### src/rtl/mmu_sysctl_regs.svh
// register numbers, field positions, reset values and command codes
// of the system control register bank; included by the register bank and fault capture files
`ifndef MMU_SYSCTL_REGS_SVH
`define MMU_SYSCTL_REGS_SVH

`define REG_TTB 4'h2
`define REG_DOMAIN 4'h3
`define REG_FAULT_STATUS 4'h5
`define REG_FAULT_ADDRESS 4'h6
`define REG_CACHE_OPS 4'h7
`define REG_TLB_OPS 4'h8
`define REG_PROCESS_ID 4'hd

`define OP2_ZERO 3'h0
`define OP2_ONE 3'h1
`define CRM_C5 4'h5
`define CRM_C6 4'h6
`define CRM_C7 4'h7

`define TTB_LSB 14
`define TTB_W 18
`define FSR_W 9
`define FSR_ZERO_BIT 8
`define PID_LSB 25
`define PID_W 7
`define PID_RESET 7'h00
`define TTB_RESET 18'h0_0000
`define WORD_RESET 32'h0000_0000
`define FSR_RESET 9'h000

// number of instructions already fetched when a control change lands
`define PREFETCH_DEPTH 2

`endif

### src/rtl/mmu_sysctl_pkg.sv
// types shared by the system control register bank and its fault capture
// assumes the core presents one coprocessor transfer per valid cycle
package mmu_sysctl_pkg;

	typedef struct packed {
		logic wr;
		logic [3:0] crn;
		logic [2:0] op2;
		logic [3:0] coproc_minor_reg_field;
		logic [31:0] wdata;
	} cp_req_t;

	typedef struct packed {
		logic valid;
		logic prefetch;
		logic [3:0] domain;
		logic [2:0] ftype;
		logic [31:0] va;
	} fault_t;

endpackage

### src/rtl/mmu_system_control_regs.sv
// system control coprocessor registers 2 to 13: table base, domains,
// fault capture, cache and tlb commands, relocation and trace ids.
// assumes the core issues privileged transfers on the core clock.
`timescale 1ns/1ps
`include "mmu_sysctl_regs.svh"

module mmu_system_control_regs
	import mmu_sysctl_pkg::*;
(
	input wire logic ref_clk_i,
	input wire logic rst_i,
	input wire logic cp_valid_i,
	input wire cp_req_t cp_req_i,
	input wire fault_t fault_i,
	input wire logic mmu_enable_i,
	input wire logic fetch_i,
	output logic [31:0] rd_data_o,
	output logic rd_valid_o,
	output logic [17:0] table_base_o,
	output logic [31:0] domain_fields_o,
	output logic [6:0] relocation_process_id_o,
	output logic fetch_translate_o,
	output logic [6:0] fetch_pid_o,
	output logic [31:0] trace_process_id_o,
	output logic trace_id_write_notify_o,
	output logic cache_inval_all_o,
	output logic tlb_inval_all_o,
	output logic tlb_inval_single_o,
	output logic [31:0] modified_virtual_address_o,
	output logic [8:0] fault_status_o,
	output logic [31:0] fault_address_o
);

	logic wr, rd, op2_zero, op2_one, crm_tlb;
	logic [17:0] ttb_r, ttb_nxt;
	logic [31:0] dom_r, dom_nxt;
	logic [6:0] pid_r, pid_nxt;
	logic [31:0] trace_r, trace_nxt;
	logic notify_r, notify_nxt;
	logic cache_r, cache_nxt;
	logic tlb_all_r, tlb_all_nxt;
	logic tlb_one_r, tlb_one_nxt;
	logic [31:0] mva_r, mva_nxt;
	logic [31:0] rd_data_r, rd_data_nxt;
	logic rd_valid_r, rd_valid_nxt;
	logic fsr_we, far_we;
	logic [`PREFETCH_DEPTH-1:0] pipe_en_r, pipe_en_nxt;
	logic [6:0] pipe_pid_r [`PREFETCH_DEPTH];
	logic [6:0] pipe_pid_nxt [`PREFETCH_DEPTH];

	assign wr = cp_valid_i && cp_req_i.wr;
	assign rd = cp_valid_i && !cp_req_i.wr;
	assign op2_zero = cp_req_i.op2 == `OP2_ZERO;
	assign op2_one = cp_req_i.op2 == `OP2_ONE;
	assign crm_tlb = cp_req_i.coproc_minor_reg_field == `CRM_C5 || cp_req_i.coproc_minor_reg_field == `CRM_C6 ||
		cp_req_i.coproc_minor_reg_field == `CRM_C7;
	assign fsr_we = wr && cp_req_i.crn == `REG_FAULT_STATUS;
	assign far_we = wr && cp_req_i.crn == `REG_FAULT_ADDRESS;

	// stored registers and command pulses
	always_comb begin
		ttb_nxt = ttb_r;
		dom_nxt = dom_r;
		pid_nxt = pid_r;
		trace_nxt = trace_r;
		mva_nxt = mva_r;
		notify_nxt = 1'b0;
		cache_nxt = 1'b0;
		tlb_all_nxt = 1'b0;
		tlb_one_nxt = 1'b0;
		if (wr) begin
			case (cp_req_i.crn)
				`REG_TTB: begin
					ttb_nxt = cp_req_i.wdata[31:`TTB_LSB];
				end
				`REG_DOMAIN: begin
					dom_nxt = cp_req_i.wdata;
				end
				`REG_CACHE_OPS: begin
					cache_nxt = op2_zero && cp_req_i.coproc_minor_reg_field == `CRM_C7;
				end
				`REG_TLB_OPS: begin
					tlb_all_nxt = op2_zero && crm_tlb;
					tlb_one_nxt = op2_one && crm_tlb;
					if (op2_one && crm_tlb) begin
						mva_nxt = cp_req_i.wdata;
					end
				end
				`REG_PROCESS_ID: begin
					if (op2_zero) begin
						pid_nxt = cp_req_i.wdata[31:`PID_LSB];
					end
					if (op2_one) begin
						trace_nxt = cp_req_i.wdata;
						notify_nxt = 1'b1;
					end
				end
				default: begin
					notify_nxt = 1'b0;
				end
			endcase
		end
	end

	always_ff @(posedge ref_clk_i) begin
		if (rst_i) begin
			ttb_r <= `TTB_RESET;
			dom_r <= `WORD_RESET;
			pid_r <= `PID_RESET;
			trace_r <= `WORD_RESET;
			mva_r <= `WORD_RESET;
			notify_r <= 1'b0;
			cache_r <= 1'b0;
			tlb_all_r <= 1'b0;
			tlb_one_r <= 1'b0;
		end else begin
			ttb_r <= ttb_nxt;
			dom_r <= dom_nxt;
			pid_r <= pid_nxt;
			trace_r <= trace_nxt;
			mva_r <= mva_nxt;
			notify_r <= notify_nxt;
			cache_r <= cache_nxt;
			tlb_all_r <= tlb_all_nxt;
			tlb_one_r <= tlb_one_nxt;
		end
	end

	// read mux; unpredictable bits and write-only registers read zero,
	// so a stray read of 7 or 8 is harmless
	always_comb begin
		rd_valid_nxt = rd;
		rd_data_nxt = rd_data_r;
		if (rd) begin
			case (cp_req_i.crn)
				`REG_TTB: begin
					rd_data_nxt = {ttb_r, 14'h0000};
				end
				`REG_DOMAIN: begin
					rd_data_nxt = dom_r;
				end
				`REG_FAULT_STATUS: begin
					rd_data_nxt = {23'h00_0000, fault_status_o};
				end
				`REG_FAULT_ADDRESS: begin
					rd_data_nxt = fault_address_o;
				end
				`REG_PROCESS_ID: begin
					if (op2_one) begin
						rd_data_nxt = trace_r;
					end else begin
						rd_data_nxt = {pid_r, 25'h000_0000};
					end
				end
				default: begin
					rd_data_nxt = `WORD_RESET;
				end
			endcase
		end
	end

	always_ff @(posedge ref_clk_i) begin
		if (rst_i) begin
			rd_data_r <= `WORD_RESET;
			rd_valid_r <= 1'b0;
		end else begin
			rd_data_r <= rd_data_nxt;
			rd_valid_r <= rd_valid_nxt;
		end
	end

	// fetch-side view lags by the prefetch depth: instructions already
	// in flight keep the translation state they were fetched with
	genvar g;
	generate
		for (g = 0; g < `PREFETCH_DEPTH; g++) begin : g_prefetch
			logic en_src;
			logic [6:0] pid_src;
			if (g == 0) begin : g_head
				assign en_src = mmu_enable_i;
				assign pid_src = pid_r;
			end else begin : g_tail
				assign en_src = pipe_en_r[g-1];
				assign pid_src = pipe_pid_r[g-1];
			end
			always_comb begin
				pipe_en_nxt[g] = fetch_i ? en_src : pipe_en_r[g];
				pipe_pid_nxt[g] = fetch_i ? pid_src : pipe_pid_r[g];
			end
			always_ff @(posedge ref_clk_i) begin
				if (rst_i) begin
					pipe_en_r[g] <= 1'b0;
					pipe_pid_r[g] <= `PID_RESET;
				end else begin
					pipe_en_r[g] <= pipe_en_nxt[g];
					pipe_pid_r[g] <= pipe_pid_nxt[g];
				end
			end
		end
	endgenerate

	fault_capture u_fault (
		.ref_clk_i(ref_clk_i),
		.rst_i(rst_i),
		.fault_i(fault_i),
		.pid_i(pid_r),
		.fsr_we_i(fsr_we),
		.far_we_i(far_we),
		.wdata_i(cp_req_i.wdata),
		.fault_status_o(fault_status_o),
		.fault_address_o(fault_address_o)
	);

	assign rd_data_o = rd_data_r;
	assign rd_valid_o = rd_valid_r;
	assign table_base_o = ttb_r;
	assign domain_fields_o = dom_r;
	assign relocation_process_id_o = pid_r;
	assign fetch_translate_o = pipe_en_r[`PREFETCH_DEPTH-1];
	assign fetch_pid_o = pipe_pid_r[`PREFETCH_DEPTH-1];
	assign trace_process_id_o = trace_r;
	assign trace_id_write_notify_o = notify_r;
	assign cache_inval_all_o = cache_r;
	assign tlb_inval_all_o = tlb_all_r;
	assign tlb_inval_single_o = tlb_one_r;
	assign modified_virtual_address_o = mva_r;
endmodule

### src/rtl/fault_capture.sv
// fault status and fault address capture with debugger restore
// assumes fault reports and register writes come from the core clock
`timescale 1ns/1ps
`include "mmu_sysctl_regs.svh"

module fault_capture
	import mmu_sysctl_pkg::*;
(
	input wire logic ref_clk_i,
	input wire logic rst_i,
	input wire fault_t fault_i,
	input wire logic [6:0] pid_i,
	input wire logic fsr_we_i,
	input wire logic far_we_i,
	input wire logic [31:0] wdata_i,
	output logic [8:0] fault_status_o,
	output logic [31:0] fault_address_o
);

	logic [8:0] fsr_r, fsr_nxt;
	logic [31:0] far_r, far_nxt;
	logic [31:0] modified_virtual_address;

	// low addresses are moved into the current process slot
	always_comb begin
		modified_virtual_address = fault_i.va;
		if (pid_i != `PID_RESET && fault_i.va[31:`PID_LSB] == `PID_RESET) begin
			modified_virtual_address[31:`PID_LSB] = pid_i;
		end
	end

	// a fault in the same cycle as a restore wins: it is newer
	always_comb begin
		fsr_nxt = fsr_r;
		far_nxt = far_r;
		if (fsr_we_i) begin
			fsr_nxt = wdata_i[8:0];
		end
		if (far_we_i) begin
			far_nxt = wdata_i;
		end
		if (fault_i.valid) begin
			fsr_nxt = {1'b0, fault_i.domain, fault_i.ftype, 1'b0};
			far_nxt = modified_virtual_address;
		end
		fsr_nxt[`FSR_ZERO_BIT] = 1'b0;
	end

	always_ff @(posedge ref_clk_i) begin
		if (rst_i) begin
			fsr_r <= `FSR_RESET;
			far_r <= `WORD_RESET;
		end else begin
			fsr_r <= fsr_nxt;
			far_r <= far_nxt;
		end
	end

	assign fault_status_o = fsr_r;
	assign fault_address_o = far_r;
endmodule

### config.mk
export PLATFORM = sky130hd
export DESIGN_NAME = mmu_system_control_regs
export DESIGN_NICKNAME = d
export VERILOG_FILES = /design/src/rtl/mmu_sysctl_pkg.sv /design/src/rtl/mmu_system_control_regs.sv /design/src/rtl/fault_capture.sv
export VERILOG_INCLUDE_DIRS = /design/src /design/src/rtl
export SDC_FILE = /design/constraint.sdc
export NUM_CORES = 1
export LEC_CHECK = 0
export BUFFER_PORTS_ARGS = -buffer_cell sky130_fd_sc_hd__buf_2
export CORE_MARGIN = 10
export CORE_UTILIZATION = 30
export CTS_CLUSTER_DIAMETER = 40
export DETAILED_ROUTE_END_ITERATION = 12
export PLACE_DENSITY = 0.55
export SLEW_MARGIN = 20
export SYNTH_ARGS = -nofsm -noshare
export SYNTH_HDL_FRONTEND = slang
export SYNTH_SLANG_ARGS = --single-unit
### constraint.sdc
create_clock -name ref_clk_i -period 1.6 [get_ports ref_clk_i]
set_clock_uncertainty 0.15 [all_clocks]
set_input_delay 0 -clock ref_clk_i [delete_from_list [all_inputs] [get_ports ref_clk_i]]
set_output_delay 0 -clock ref_clk_i [all_outputs]
set_load 0.05 [all_outputs]
; ---- Word level (Yosys, flattened, before mapping)
; Memories as Yosys holds them, arrays and structs flattened.
; Index checks and enable logic that the tools add are counted.
; W data, S select, Z words.
[totals]
ff_bits = 200
mem_bits_rw = 14
output_inout_bits = 207
wordCells = 74
memories = 1
[mem_list]
columns = memory, depth, word_bits, read_ports, rd_clocked_by_memory_dff, wr, line
row1 = pipe_pid_r, 2, 7, 2, 0, 2, mmu_system_control_regs.sv:48  ; logic [6:0] pipe_pid_r [`PREFETCH_DEPTH];
[classes]
eq_ne = 11
mux = 15
bitwise_logic = 6
reduce_logical = 25
[op_table]
columns = op, n
row1 = $pmux W32 S5, 1
row2 = $mux W32, 3
row3 = $mux W7, 5
row4 = $eq A4 B3 Y1 const B, 6
row5 = $mux W8, 2
row6 = $reduce_and A3 Y1, 3
row7 = $reduce_or A3 Y1, 3
row8 = $eq A4 B2 Y1 const B, 2
row9 = $eq A4 B4 Y1 const B, 2
row10 = $logic_and A1 B1 Y1, 8
row11 = $logic_not A7 Y1, 1
row12 = $reduce_bool A7 Y1, 1
row13 = $mux W1, 4
row14 = $not A1 Y1, 4
row15 = $reduce_and A2 Y1, 2
row16 = $reduce_bool A2 Y1, 2
row17 = $eq A3 B1 Y1 const B, 1
row18 = $logic_not A3 Y1, 1
row19 = $logic_or A1 B1 Y1, 2
row20 = $or A1 B1 Y1, 2
row21 = $reduce_or A2 Y1, 1
row22 = $logic_not A1 Y1, 1

; ---- Longest topological paths before layout
; Gate-level depths: netlist (run 1).
[depth]
word_depth = 5
depth_mapped = 8
depth_no_buf = 4

; ---- By module
; From an unflattened synthesis (run 1), not the netlist that was laid out.
[hier_totals]
hier_cells = 1080
area_unflattened_um2 = 9326.4
[by_module_without_submodules]
columns = mod, instances, cells_per_inst, area_each_um2, seq_area_each_um2
row1 = mmu_system_control_regs, 1, 881, 7314.5, 3483.3
row2 = fault_capture, 1, 199, 2011.9, 800.8

; ---- Least setup slack after synthesis (run 1)
; OpenSTA, ideal clock, no wires.
[synth_timing]
path_kind = input -> register
from = in cp_req_i[39] (netlist bit)
to = reg mva_r[10] (netlist: modified_virtual_address_o[10])
setup_time_ns = 0.072
t_arrival_ns = 1.379
setup_slack_ns = -0.001
stages = 5
path_buffers = 2
cell_sequence = buf_2 -> or4_4 -> nor3_4 -> buf_6 -> mux2i_1
[synth_between]
elab_chain_cells = 2
[synth_rtl]
columns = element, line
row1 = from (decl), mmu_system_control_regs.sv:13  ; input wire cp_req_t cp_req_i,
row2 = $eq A4 B4 Y1, mmu_system_control_regs.sv:72  ; case (cp_req_i.crn)
row3 = $reduce_and A3 Y1 (no line), --
row4 = to (signal assigned), mmu_system_control_regs.sv:111  ; mva_r <= `WORD_RESET;
row5 = to (signal assigned), mmu_system_control_regs.sv:121  ; mva_r <= mva_nxt;
row6 = to (decl), mmu_system_control_regs.sv:43  ; logic [31:0] mva_r, mva_nxt;
; Every way passes these cells.
; A chain may end at the register's enable or synchronous reset.

; ---- Final worst setup path (run 1)
[layout_timing]
from = in cp_req_i[42] (netlist bit)
to = reg u_fault.far_r[5] (netlist: u_fault.fault_address_o[5])
[layout_between]
elab_chain_cells = 3
[layout_rtl]
columns = element, line
row1 = $eq A4 B3 Y1, --
row2 = $logic_and A1 B1 Y1 (no line), --
row3 = $reduce_bool A2 Y1 (no line), --
row4 = to (signal assigned), fault_capture.sv:52  ; far_r <= `WORD_RESET;
row5 = to (signal assigned), fault_capture.sv:55  ; far_r <= far_nxt;
row6 = to (decl), fault_capture.sv:21  ; logic [31:0] far_r, far_nxt;
; Every way passes these cells.

==> flow_summary_export.csv, run 1 <==
group,metric,value,unit
power_and_ir_drop,total_power,15.3,mW
clock_network,insertion_delay,0.50,ns
synthesis,ys.flop_type,"dfxtp_1",
cells_and_area,finalNonFillerCells,1921,
clock_network,clock_tree.root_cell,"clkbuf_16",
die,die_w,193,um
synthesis,synth_top_cell_by_area,"dfxtp_1",
setup_path,crit_required,1.90,ns
cells_and_area,areaGrowthSynthToFinish,56.5,%
timing,worst_slew_pin_slew,0.898,ns
global_routing,grt_max_degree,34,
timing,fin_hold_ws,-0.0228,ns
detailed_routing,drc_errors,0,
setup_path,crit_type,"in -> reg",
worst_hold_path,hold_end,"cache_inval_all_o",
synthesis,synth_area_per_cell,8.52,sq um
power_and_ir_drop,peakVddDrop,0.753,mV
detailed_routing,wl,39.4,mm
timing,hold_violations,1,
clock_network,path_clk_slew,0.05,ns
clock_network,cts.sinks,214,
cells_and_area,n_fill_cell,2853,
setup_path,crit_arrival,1.91,ns
timing,slew_headroom,0.399,
setup_path,r2r_start,"u_fault.fault_address_o[5]",
cells_and_area,multi_input_area,0.00444,sq mm
timing,finalSetupViolCount,1,
job,drv_cap,0,
synthesis,synth_area,0.00901,sq mm
die,die_height,193,um
detailed_routing,met3_length,3.36,mm
cells_and_area,nets,1592,
detailed_routing,highest_layer,"met4",
timing,fin_ws,-0.0129,ns
outcome,violations,"hold timing, setup timing",
die,row_count,63,
synthesis,yosysWarnings,0,
clock_network,cts_made_buffers,37,
timing,period_share,1.01,
synthesis,synth-edff-count,0,
setup_path,cp-start-kind,"primary input",
setup_path,crit_fanout,15,
die,io_pins,297,
power_and_ir_drop,leakage,5.95,nW
die,dieArea,0.0374,sq mm
cells_and_area,drive_gt1_frac,0.309,
global_routing,grt-ovfl-total,0,
synthesis,yosysSeqAreaShare,0.476,
setup_path,ff2ff_path_depth,3,
clock_network,post_cts_buffers,0,
setup_path,r2r_slack,0.08,ns
synthesis,syn_inst,1057,
detailed_routing,vias_per_cell,5.04,
worst_hold_path,min_path_type,"in -> reg",
timing,rsz0062_at_grt,"true",
placed_design,hpwlAfterDp,27.5,mm
global_routing,grt_pass1_vias,9831,
synthesis,synthTopCellsByArea,"dfxtp_1 48%, nand2_1 9.1%, mux2i_1 8.2%",
timing,slew_viol_final,0,
detailed_routing,wl_met2,18.0,mm
detailed_routing,first_iter_violations,583,
global_routing,grt_util_all_layers,0.198,
synthesis,yosys-top-cells-count,"218 x nand2_1, 214 x dfxtp_1, 93 x nor2_1",
placed_design,dp.cells,1730,
worst_hold_path,hold_depth,5,
clock_network,cts_max_level,2,
synthesis,synth.distinct_cells,41,
detailed_routing,vias,9678,
setup_path,endpoint_kind,"flip-flop",
power_and_ir_drop,p_per_area,1090,mW/mm^2
placed_design,gp_congestion,0.856,
global_routing,grt_pass1_wl,59.8,mm
outcome,status,"finished, violations left",
timing,fin_crit,1.61,ns
die,start_util,0.304,
placed_design,place_area,0.0115,sq mm
synthesis,ys_async_sr_fraction,0,
synthesis,syn_nets,1147,
detailed_routing,firstDrtPassIters,5,
timing,fmax,0.620,GHz
clock_network,cts_tree,"yes",
setup_path,r2r-end,"u_fault.fault_address_o[5]",
synthesis,synth.most_common_cell,"nand2_1",
synthesis,ys_ff_latch,214,
global_routing,antenna_found_initial,1,
synthesis,synth_top_area_frac,0.476,
cells_and_area,seqCellArea,0.00428,sq mm
detailed_routing,postRouteAntennaNets,0,
detailed_routing,wl_met1,16.9,mm
placed_design,io_buffers,294,
cells_and_area,fin_area,0.0141,sq mm
die,core-area,0.0296,sq mm
detailed_routing,avgRoutedWirePerCell,20.5,um
worst_hold_path,hold_start,"cp_req_i[36]",
clock_network,cts_buffer_depth,3,
[cell families (layout without fill, tap and decap cells)]
group	after synthesis	count (layout)	share of synthesized area
other	1	3	0.000416
multiplexers	81	81	0.0910
buffers and inverters	94	566	0.0447
AO/OA/AOI/OAI	204	204	0.153
flip-flops	214	214	0.476
AND/OR/NAND/NOR	463	463	0.235
[worst max-delay path by stage]
| stage | startpoint | to | slack (ns) | cells after the start |
|---|---|---|---|---|
| finish | cp_req_i[42] | u_fault.fault_address_o[5] | -0.01 | 7 |
| global route | cp_req_i[42] | u_fault.fault_address_o[5] | -0.08 | 7 |
| CTS | cp_req_i[42] | u_fault.fault_address_o[5] | 0.03 | 7 |
| detailed placement | cp_req_i[40] | modified_virtual_address_o[17] | -0.16 | 6 |
| global placement | cp_req_i[40] | modified_virtual_address_o[24] | -0.11 | 6 |
| floorplan | cp_req_i[37] | trace_process_id_o[1] | 0.008 | 7 |
[layout by cell type (no fill, tap or decap), types with 4 or more instances in the layout]
| cell | count |
|---|---|
| nor3_1 | 13 |
| nor2_1 | 93 |
| nand3_1 | 39 |
| buf_2 | 293 |
| a311oi_1 | 44 |
| a221oi_1 | 18 |
| a222oi_1 | 6 |
| o21ai_0 | 18 |
| dfxtp_1 | 214 |
| a2bb2oi_1 | 7 |
| nor4_1 | 4 |
| nand2b_1 | 67 |
| a211oi_1 | 7 |
| clkbuf_16 | 38 |
| buf_4 | 58 |
| a22oi_1 | 7 |
| a21oi_1 | 84 |
| clkinv_2 | 5 |
| bufinv_16 | 4 |
| dlygate4sd3_1 | 119 |
| mux2i_1 | 74 |
| buf_12 | 24 |
| nand2_1 | 217 |
| clkinvlp_4 | 7 |
| a311oi_2 | 7 |
| mux2_2 | 7 |
[worst max-delay path: stages]
cell and delay (ns):
buf_2 0.12, buf_4 0.14, and4b_4 0.44, buf_6 0.21
nand3_1 0.13, a311oi_2 0.28, dlygate4sd3_1 0.58
[where the power goes]
part,leakage [nW],switching [mW],internal [mW]
logic,3.62,1.11,0.697
clock network,0.596,2.82,5.12
registers,1.74,0.0958,5.46
total,5.95,4.03,11.3
[state kept, by name (all words and copies together), names as in the netlist, 7 cells and up]
name                        flops
domain_fields_o                32
modified_virtual_address_o     32
rd_data_o                      32
trace_process_id_o             32
u_fault.fault_address_o        32
table_base_o                   18
pipe_pid_r                     14
u_fault.fault_status_o          8
relocation_process_id_o         7
[layer usage]
| layer | vias up | GRT usage |
|---|---|---|
| met5 | - | 0 |
| met4 | 0 | 0.0635 |
| met3 | 64 | 0.0543 |
| met2 | 427 | 0.319 |
| met1 | 4595 | 0.252 |
| li1 | 4592 | - |
[cell type report]
type	instances	area share
multi-input cells	749	0.315
repair buffers	499	0.257
diodes	2	0.000355
clock buffers	43	0.0702
flip-flops and latches	214	0.304
well taps	390	0.0346
clock inverters	23	0.0189
inverters	1	0.000266
[stage by stage]
step / utilization / TNS [ns] / hold slack, ns / setup slack (ns)
2_1_floorplan: - / 0 / -0.0707 / 0.00777
3_3_place_gp: 0.389 / -6.65 / 0.0903 / -0.106
3_5_place_dp: 0.389 / -9.27 / 0.0997 / -0.163
4_1_cts: 0.473 / 0 / -0.161 / 0.0300
5_1_grt: 0.476 / -0.0991 / -0.000443 / -0.0771
6_report: 0.476 / -0.0129 / -0.0228 / -0.0129
[timing repair]
| item | in CTS | in global routing |
|---|---|---|
| endpoints found under the hold margin | 205 | 3 |
| setup endpoints to repair | 0 | 20 |
| resized for setup | 0 | 15 |
| hold buffers | 122 | 1 |
Power figures use the tool's default switching activity.
==> inputs of run 2 (changes only) <==
--- a/config.mk
+++ b/config.mk
@@ -10,6 +10,7 @@
 export CORE_MARGIN = 10
-export CORE_UTILIZATION = 30
+export CORE_UTILIZATION = 45
 export CTS_CLUSTER_DIAMETER = 40
 export DETAILED_ROUTE_END_ITERATION = 12
-export PLACE_DENSITY = 0.55
+export PLACE_DENSITY = 0.76
+export SETUP_SLACK_MARGIN = 0.5
 export SLEW_MARGIN = 20
--- a/constraint.sdc
+++ b/constraint.sdc
@@ -4,2 +4,2 @@
 set_output_delay 0 -clock ref_clk_i [all_outputs]
-set_load 0.05 [all_outputs]
+set_load 0.01 [all_outputs]
==> run 2 against run 1 <==
The flow finishes with violations (hold timing); global-route usage up 13 points; worst setup slack better by 0.14 ns; clock power down 9.2%; clock-buffer cell count down 6; sequential power about the same; final cell count down 2.7%; first-iteration DRC count rose to 2.8 times the previous value; power down 5.0%; sequential cell count unchanged; combinational power down 3%; design area up 18%; worst hold slack worse by 0.23 ns; critical path type unchanged; highest routed layer is now met5.
==> flow_summary_export.csv, run 2 (same netlist as run 1, synthesis figures left out) <==
group,metric,value,unit
power_and_ir_drop,p_clk_frac,0.496,
clock_network,insertion_delay,0.55,ns
die,dieArea,0.0261,sq mm
timing,period_share,0.921,
worst_hold_path,min_path_type,"in -> reg",
timing,fin_hold_ws,-0.253,ns
clock_network,cts_tree,"yes",
global_routing,grt-ovfl-total,0,
setup_path,r2r_slack,0.30,ns
setup_path,r2r_start,"relocation_process_id_o[6]",
timing,fin_setup_tns,0,ns
detailed_routing,firstDrtPassIters,6,
setup_path,setup.worst_path.start,"cp_req_i[40]",
detailed_routing,vias,11900,
setup_path,r2r-end,"rd_data_o[31]",
timing,fmax,0.679,GHz
placed_design,io_buffers,294,
clock_network,clock_tree.root_cell,"clkbuf_16",
global_routing,grt_pass1_wl,67.7,mm
detailed_routing,vias_per_cell,6.34,
die,row_count,51,
outcome,status,"finished, violations left",
outcome,violations,"hold timing",
power_and_ir_drop,p_seq_frac,0.384,
setup_path,crit_end,"modified_virtual_address_o[6]",
power_and_ir_drop,p_int,10.7,mW
cells_and_area,finish.utilization,0.849,
setup_path,cp-start-kind,"primary input",
worst_hold_path,hold_depth,2,
timing,slew_viol_final,0,
timing,finalSetupViolCount,0,
global_routing,grt_util_all_layers,0.324,
detailed_routing,first_iter_violations,1621,
die,die_w,161,um
power_and_ir_drop,leakage,6.80,nW
setup_path,ff2ff_path_depth,3,
job,drv_cap,0,
die,start_util,0.460,
cells_and_area,final_common_cell,"buf_6",
global_routing,grt_max_degree,52,
detailed_routing,postRouteAntennaNets,0,
setup_path,crit_required,1.90,ns
power_and_ir_drop,switchingPower,3.86,mW
global_routing,grt_pass1_vias,11500,
global_routing,antenna_found_initial,6,
clock_network,cts_max_level,1,
setup_path,crit_fanout,5,
clock_network,path_clk_slew,0.06,ns
clock_network,cts.sinks,214,
power_and_ir_drop,p_per_area,874,mW/mm^2
detailed_routing,drc_errors,0,
cells_and_area,nets,1668,
power_and_ir_drop,power_frac_comb,0.120,
timing,hold_violations,78,
cells_and_area,areaGrowthSynthToFinish,84.7,%
setup_path,endpoint_kind,"flip-flop",
cells_and_area,layout_common_cells,"229 x buf_6, 213 x nand2_1, 180 x dfxtp_2",
setup_path,crit_arrival,1.77,ns
placed_design,gp_congestion,0.914,
die,die_height,161,um
detailed_routing,avgRoutedWirePerCell,28.1,um
die,io_pins,297,
detailed_routing,wl,52.5,mm
timing,rsz0062_at_grt,"true",
clock_network,cts_buffer_depth,3,
die,core-area,0.0196,sq mm
timing,fin_crit,1.47,ns
setup_path,crit_type,"in -> reg",
clock_network,cts_made_buffers,31,
cells_and_area,drive_gt1_frac,0.548,
power_and_ir_drop,switching_share,0.265,
power_and_ir_drop,peakVddDrop,0.976,mV
placed_design,hpwlAfterDp,24.3,mm
timing,slew_headroom,0.575,
timing,worst_slew_pin_slew,0.636,ns
[run 2: cell types whose count changed in the layout (fill, tap and decap cells not counted), moves of 16 or more]
cell,change
buf_6,+226
a21oi_2,+30
buf_4,+95
a221oi_1,-16
a21oi_1,-30
buf_2,-208
dfxtp_2,+180
dfxtp_4,+26
dlygate4sd3_1,-42
dfxtp_1,-206
[run 2: per-layer routing]
metal / GRT usage / wire, um / up-vias
met5: 0 / 7 / -
met1: 0.363 / 17200 / 5575
met3: 0.0905 / 6120 / 384
li1: - / - / 4751
met4: 0.202 / 4510 / 2
met2: 0.536 / 24700 / 1144
[run 2: what timing repair did]
item,in CTS,in global routing
pin swaps,12,51
setup buffers,78,50
hold buffers,81,4
hold endpoints to repair,207,91
setup endpoints to repair,296,365
cloned,4,5
gates resized for setup,475,144
[run 2: stage by stage]
step           area [sq um]  worst slack (ns)  hold slack [ns]  power (mW)  std cells
4_1_cts               15500             0.339           -0.412        14.1       1810
6_report              16600             0.127           -0.253        14.5       1870
3_5_place_dp          11300            -0.170            0.112        6.77       1591
5_1_grt               16600             0.122           -0.260        14.8       1870
2_1_floorplan          9230            0.0914          -0.0707        6.21       1057
3_3_place_gp          11300            -0.103           0.0898        6.75       1591
[run 2: worst max-delay path: stages]
cell and delay (ns):
buf_6 0.09, nand4b_1 0.24, or4_4 0.57, nor3_4 0.18
buf_6 0.19, buf_12 0.13, buf_16 0.13, mux2i_1 0.23
[run 2: power by group through the flow]
stage,Sequential (mW),Combinational [mW],Clock (mW)
global placement,5.65,1.10,0
finish,5.59,1.74,7.21
CTS,5.58,1.46,7.01
global route,5.59,1.80,7.41
floorplan,5.70,0.513,0
detailed placement,5.66,1.11,0
[run 2: how the worst min path moves through the flow]
stage	to	start	slack [ns]
2_1_floorplan	u_fault.fault_status_o[0]	fault_i[40]	-0.07
6_report	trace_process_id_o[12]	rst_i	-0.25
3_5_place_dp	g_prefetch[1].en_src	mmu_enable_i	0.11
5_1_grt	pipe_pid_r[0][5]	rst_i	-0.26
3_3_place_gp	g_prefetch[1].en_src	mmu_enable_i	0.09
4_1_cts	u_fault.fault_status_o[0]	fault_i[40]	-0.41
[run 2: cell type report]
type / instances / area (sq um)
Timing Repair Buffer: 581 / 5670
Multi-Input combinational cell: 749 / 4940
Sequential cell: 214 / 4610
Fill cell: 883 / 2950
Clock buffer: 37 / 838
Tap cell: 265 / 332
Clock inverter: 19 / 236
Antenna cell: 4 / 10.0
Inverter: 1 / 3.75
==> inputs of run 3 (changes only) <==
==> constraint.sdc (replaced) <==
create_clock -name ref_clk_i -period 1.6 [get_ports ref_clk_i]
set_clock_uncertainty 0.15 [all_clocks]
set_input_delay 0.24 -clock ref_clk_i [delete_from_list [all_inputs] [get_ports ref_clk_i]]
set_output_delay 0.24 -clock ref_clk_i [all_outputs]
set_load 0.01 [all_outputs]
==> run 3 against run 2 <==
The flow now stops in 5_1_grt; synthesized area stayed put; synthesized cell count stayed put.
==> flow_summary_export.csv, run 3 <==
group,metric,value,unit
clock_network,cts_buffer_depth,3,
die,die_w,161,um
die,row_count,51,
synthesis,synth_top_cell_by_area,"dfxtp_1",
global_routing,grt_max_degree,74,
synthesis,syn_inst,1057,
placed_design,io_buffers,294,
synthesis,yosys-top-cells-count,"218 x nand2_1, 214 x dfxtp_1, 93 x nor2_1",
outcome,error,"[ERROR DPL-0038] Utilization greater than 100%, impossible to legalize",
synthesis,synth.most_common_cell,"nand2_1",
synthesis,ys_ff_latch,214,
outcome,status,"aborted with a tool error",
synthesis,ys_async_sr_fraction,0,
clock_network,cts_made_buffers,31,
timing,crit_endpoint,"modified_virtual_address_o[31]$_SDFFE_PP0P_/D",
synthesis,synth.distinct_cells,41,
die,start_util,0.460,
synthesis,synth_top_area_frac,0.476,
synthesis,syn_nets,1147,
synthesis,yosysWarnings,0,
synthesis,yosysSeqAreaShare,0.476,
synthesis,ys.flop_type,"dfxtp_1",
clock_network,cts.sinks,214,
clock_network,clock_tree.root_cell,"clkbuf_16",
synthesis,synth_area,0.00901,sq mm
placed_design,gp_congestion,0.902,
synthesis,synth_area_per_cell,8.52,sq um
clock_network,cts_max_level,1,
die,die_height,161,um
synthesis,synth-edff-count,0,
placed_design,hpwlAfterDp,23.9,mm
outcome,lastStage,"5_1_grt",
die,io_pins,297,
timing,worst-ep-kind,"sequential cell input",
synthesis,synthTopCellsByArea,"dfxtp_1 48%, nand2_1 9.1%, mux2i_1 8.2%",
placed_design,place_area,0.0114,sq mm
run 3: cell counts after synthesis:
No cell type changed its count.
run 3: what timing repair did:
action                                 4_1_cts
endpoints found under the hold margin      167
buffers inserted                           163
pin swaps                                  159
setup endpoints to repair                  368
gates cloned                                23
hold buffers                                77
gates resized for setup                    697
run 3: logic make-up after synthesis:
| group | after synthesis | share of synthesized area |
|---|---|---|
| compound gates | 204 | 0.153 |
| buf+inv | 94 | 0.0447 |
| flops | 214 | 0.476 |
| mux | 81 | 0.0910 |
| other cells | 1 | 0.000416 |
| simple gates | 463 | 0.235 |
run 3: through the flow:
stage,setup TNS [ns],utilization,setup WS (ns),std cells
4_1_cts,0,0.903,0.0962,1920
3_5_place_dp,-40.32,0.580,-0.349,1601
3_3_place_gp,-36.12,0.580,-0.314,1601
2_1_floorplan,-11.48,-,-0.149,1057
==> inputs of run 4 (changes only) <==
- CORE_UTILIZATION: 45 -> 30
- CTS_CLUSTER_DIAMETER: 40 -> not set
- PLACE_DENSITY: 0.76 -> not set
- PLACE_DENSITY_LB_ADDON: not set -> 0.15
- SETUP_SLACK_MARGIN: 0.5 -> not set
- clock period: 1.6 -> 2.1 ns (I/O delays scaled with it)
==> run 4 against run 3 <==
The flow now finishes without violations.
==> flow_summary_export.csv, run 4 (same netlist as run 1, synthesis figures left out) <==
group,metric,value,unit
outcome,status,"completed",
timing,rsz0062_at_grt,"false",
global_routing,grt_util_all_layers,0.188,
timing,fin_crit,1.97,ns
cells_and_area,num_antenna_cells,0,
setup_path,slowest_stage,"dlygate4sd3_1",
timing,hold_violations,0,
setup_path,r2r_start,"u_fault.fault_status_o[7]",
setup_path,setup.worst_path.start,"fault_i[40]",
setup_path,cp_common_cell,"dlygate4sd3_1",
cells_and_area,n_fill_cell,3008,
setup_path,endpoint_kind,"flip-flop",
detailed_routing,avgRoutedWirePerCell,20.4,um
clock_network,cts_max_level,1,
cells_and_area,nets,1527,
setup_path,crit_fanout,25,
timing,slew_viol_final,0,
clock_network,cts_tree,"yes",
detailed_routing,drc_errors,0,
setup_path,cp-start-kind,"primary input",
timing,fin_hold_ws,0.0296,ns
timing,fmax,0.507,GHz
clock_network,cts_made_buffers,26,
cells_and_area,layout_common_cells,"293 x buf_2, 217 x nand2_1, 214 x dfxtp_1",
placed_design,hpwlAfterDp,27.0,mm
power_and_ir_drop,p_seq_frac,0.440,
cells_and_area,areaGrowthSynthToFinish,44.8,%
clock_network,path_clk_slew,0.06,ns
setup_path,crit_required,2.43,ns
power_and_ir_drop,leakage,5.49,nW
detailed_routing,wl,37.7,mm
detailed_routing,vias_per_cell,4.98,
setup_path,crit_arrival,2.30,ns
die,core-area,0.0296,sq mm
clock_network,insertion_delay,0.53,ns
global_routing,grt_pass1_vias,9100,
die,start_util,0.304,
detailed_routing,first_iter_violations,577,
setup_path,max_stage_delay,0.58,ns
placed_design,dp_slack,-0.0903,ns
detailed_routing,firstDrtPassIters,7,
placed_design,dp.cells,1705,
power_and_ir_drop,p_per_area,737,mW/mm^2
placed_design,io_buffers,294,
job,drv_cap,0,
die,die_height,193,um
timing,fin_setup_tns,0,ns
clock_network,clock_tree.root_cell,"clkbuf_16",
setup_path,critPathBufInv,5,
setup_path,cp_top_family,"buffers and inverters",
cells_and_area,finalNonFillerCells,1847,
clock_network,cts.sinks,214,
power_and_ir_drop,p_int,7.19,mW
die,row_count,63,
global_routing,grt_pass1_wl,56.9,mm
die,die_w,193,um
setup_path,crit_type,"in -> reg",
global_routing,antenna_found_initial,0,
cells_and_area,final_common_cell,"buf_2",
power_and_ir_drop,power_frac_comb,0.103,
global_routing,grt_max_degree,63,
setup_path,worstPathCellList,"dlygate4sd3_1 > buf_2 > inv_6 > buf_12 > nor2_1 > a311oi_1 > dlygate4sd3_1",
power_and_ir_drop,total_power,9.61,mW
worst_hold_path,min_path_type,"in -> reg",
die,io_pins,297,
power_and_ir_drop,p_clk_frac,0.457,
clock_network,post_cts_buffers,0,
cells_and_area,multi_input_area,0.00437,sq mm
cells_and_area,seqCellArea,0.00428,sq mm
timing,fin_ws,0.128,ns
detailed_routing,postRouteAntennaNets,0,
power_and_ir_drop,switchingPower,2.41,mW
worst_hold_path,hold_start,"cp_req_i[34]",
die,dieArea,0.0374,sq mm
timing,finalSetupViolCount,0,
power_and_ir_drop,peakVddDrop,0.499,mV
global_routing,grt-ovfl-total,0,
detailed_routing,vias,9207,
placed_design,gp_congestion,0.846,
cells_and_area,drive_gt1_frac,0.286,
power_and_ir_drop,switching_share,0.251,
timing,period_share,0.939,
clock_network,cts_buffer_depth,3,
run 4: metrics by stage:
stage | cell area (sq um) | util
after global routing | 13000 | 0.440
after global placement | 11200 | 0.379
after detailed placement | 11200 | 0.379
after floorplan | 9010 | -
final | 13000 | 0.440
after CTS | 13000 | 0.439
run 4: timing repair:
item	CTS	global route
hold buffers	93	0
gates resized for setup	0	6
endpoints found under the setup margin	0	23
hold endpoints to repair	153	0
run 4: power groups by stage:
stage	Sequential [mW]	Clock, mW	Combinational (mW)
after detailed placement	4.32	0	0.840
after CTS	4.23	4.50	0.984
after global routing	4.24	4.66	1.08
after floorplan	4.34	0	0.369
after global placement	4.31	0	0.835
final	4.23	4.39	0.991
run 4: worst register-to-register path: cells and delay by family, from the launching register on:
kind | cells | cell delay (ns)
compound gates | 1 | 0.26
flops | 1 | 0.37
buf+inv | 1 | 0.58
simple gates | 1 | 0.06
run 4: path summary, 6_finish.rpt:
path,end,slack [ns],cells after the start
setup / recovery,u_fault.fault_address_o[11],0.13,7
hold / removal,tlb_inval_single_o,0.03,3
setup reg to reg,u_fault.fault_status_o[7],0.62,3
hold reg to reg,rd_data_o[12],0.30,2
run 4: metal layers:
| layer | vias to the layer above | global-route usage | wire [um] |
|---|---|---|---|
| li1 | 4452 | - | - |
| met1 | 4357 | 0.244 | 16400 |
| met4 | 0 | 0.0506 | 946 |
| met2 | 347 | 0.304 | 17500 |
| met5 | - | 0 | 0 |
| met3 | 51 | 0.0486 | 2900 |
run 4: layout make-up:
type	count	area share
Multi-Input combinational cell	749	0.335
Sequential cell	214	0.329
Timing Repair Buffer	445	0.234
Clock buffer	37	0.0569
Tap cell	390	0.0374
Clock inverter	11	0.00720
Inverter	1	0.000672
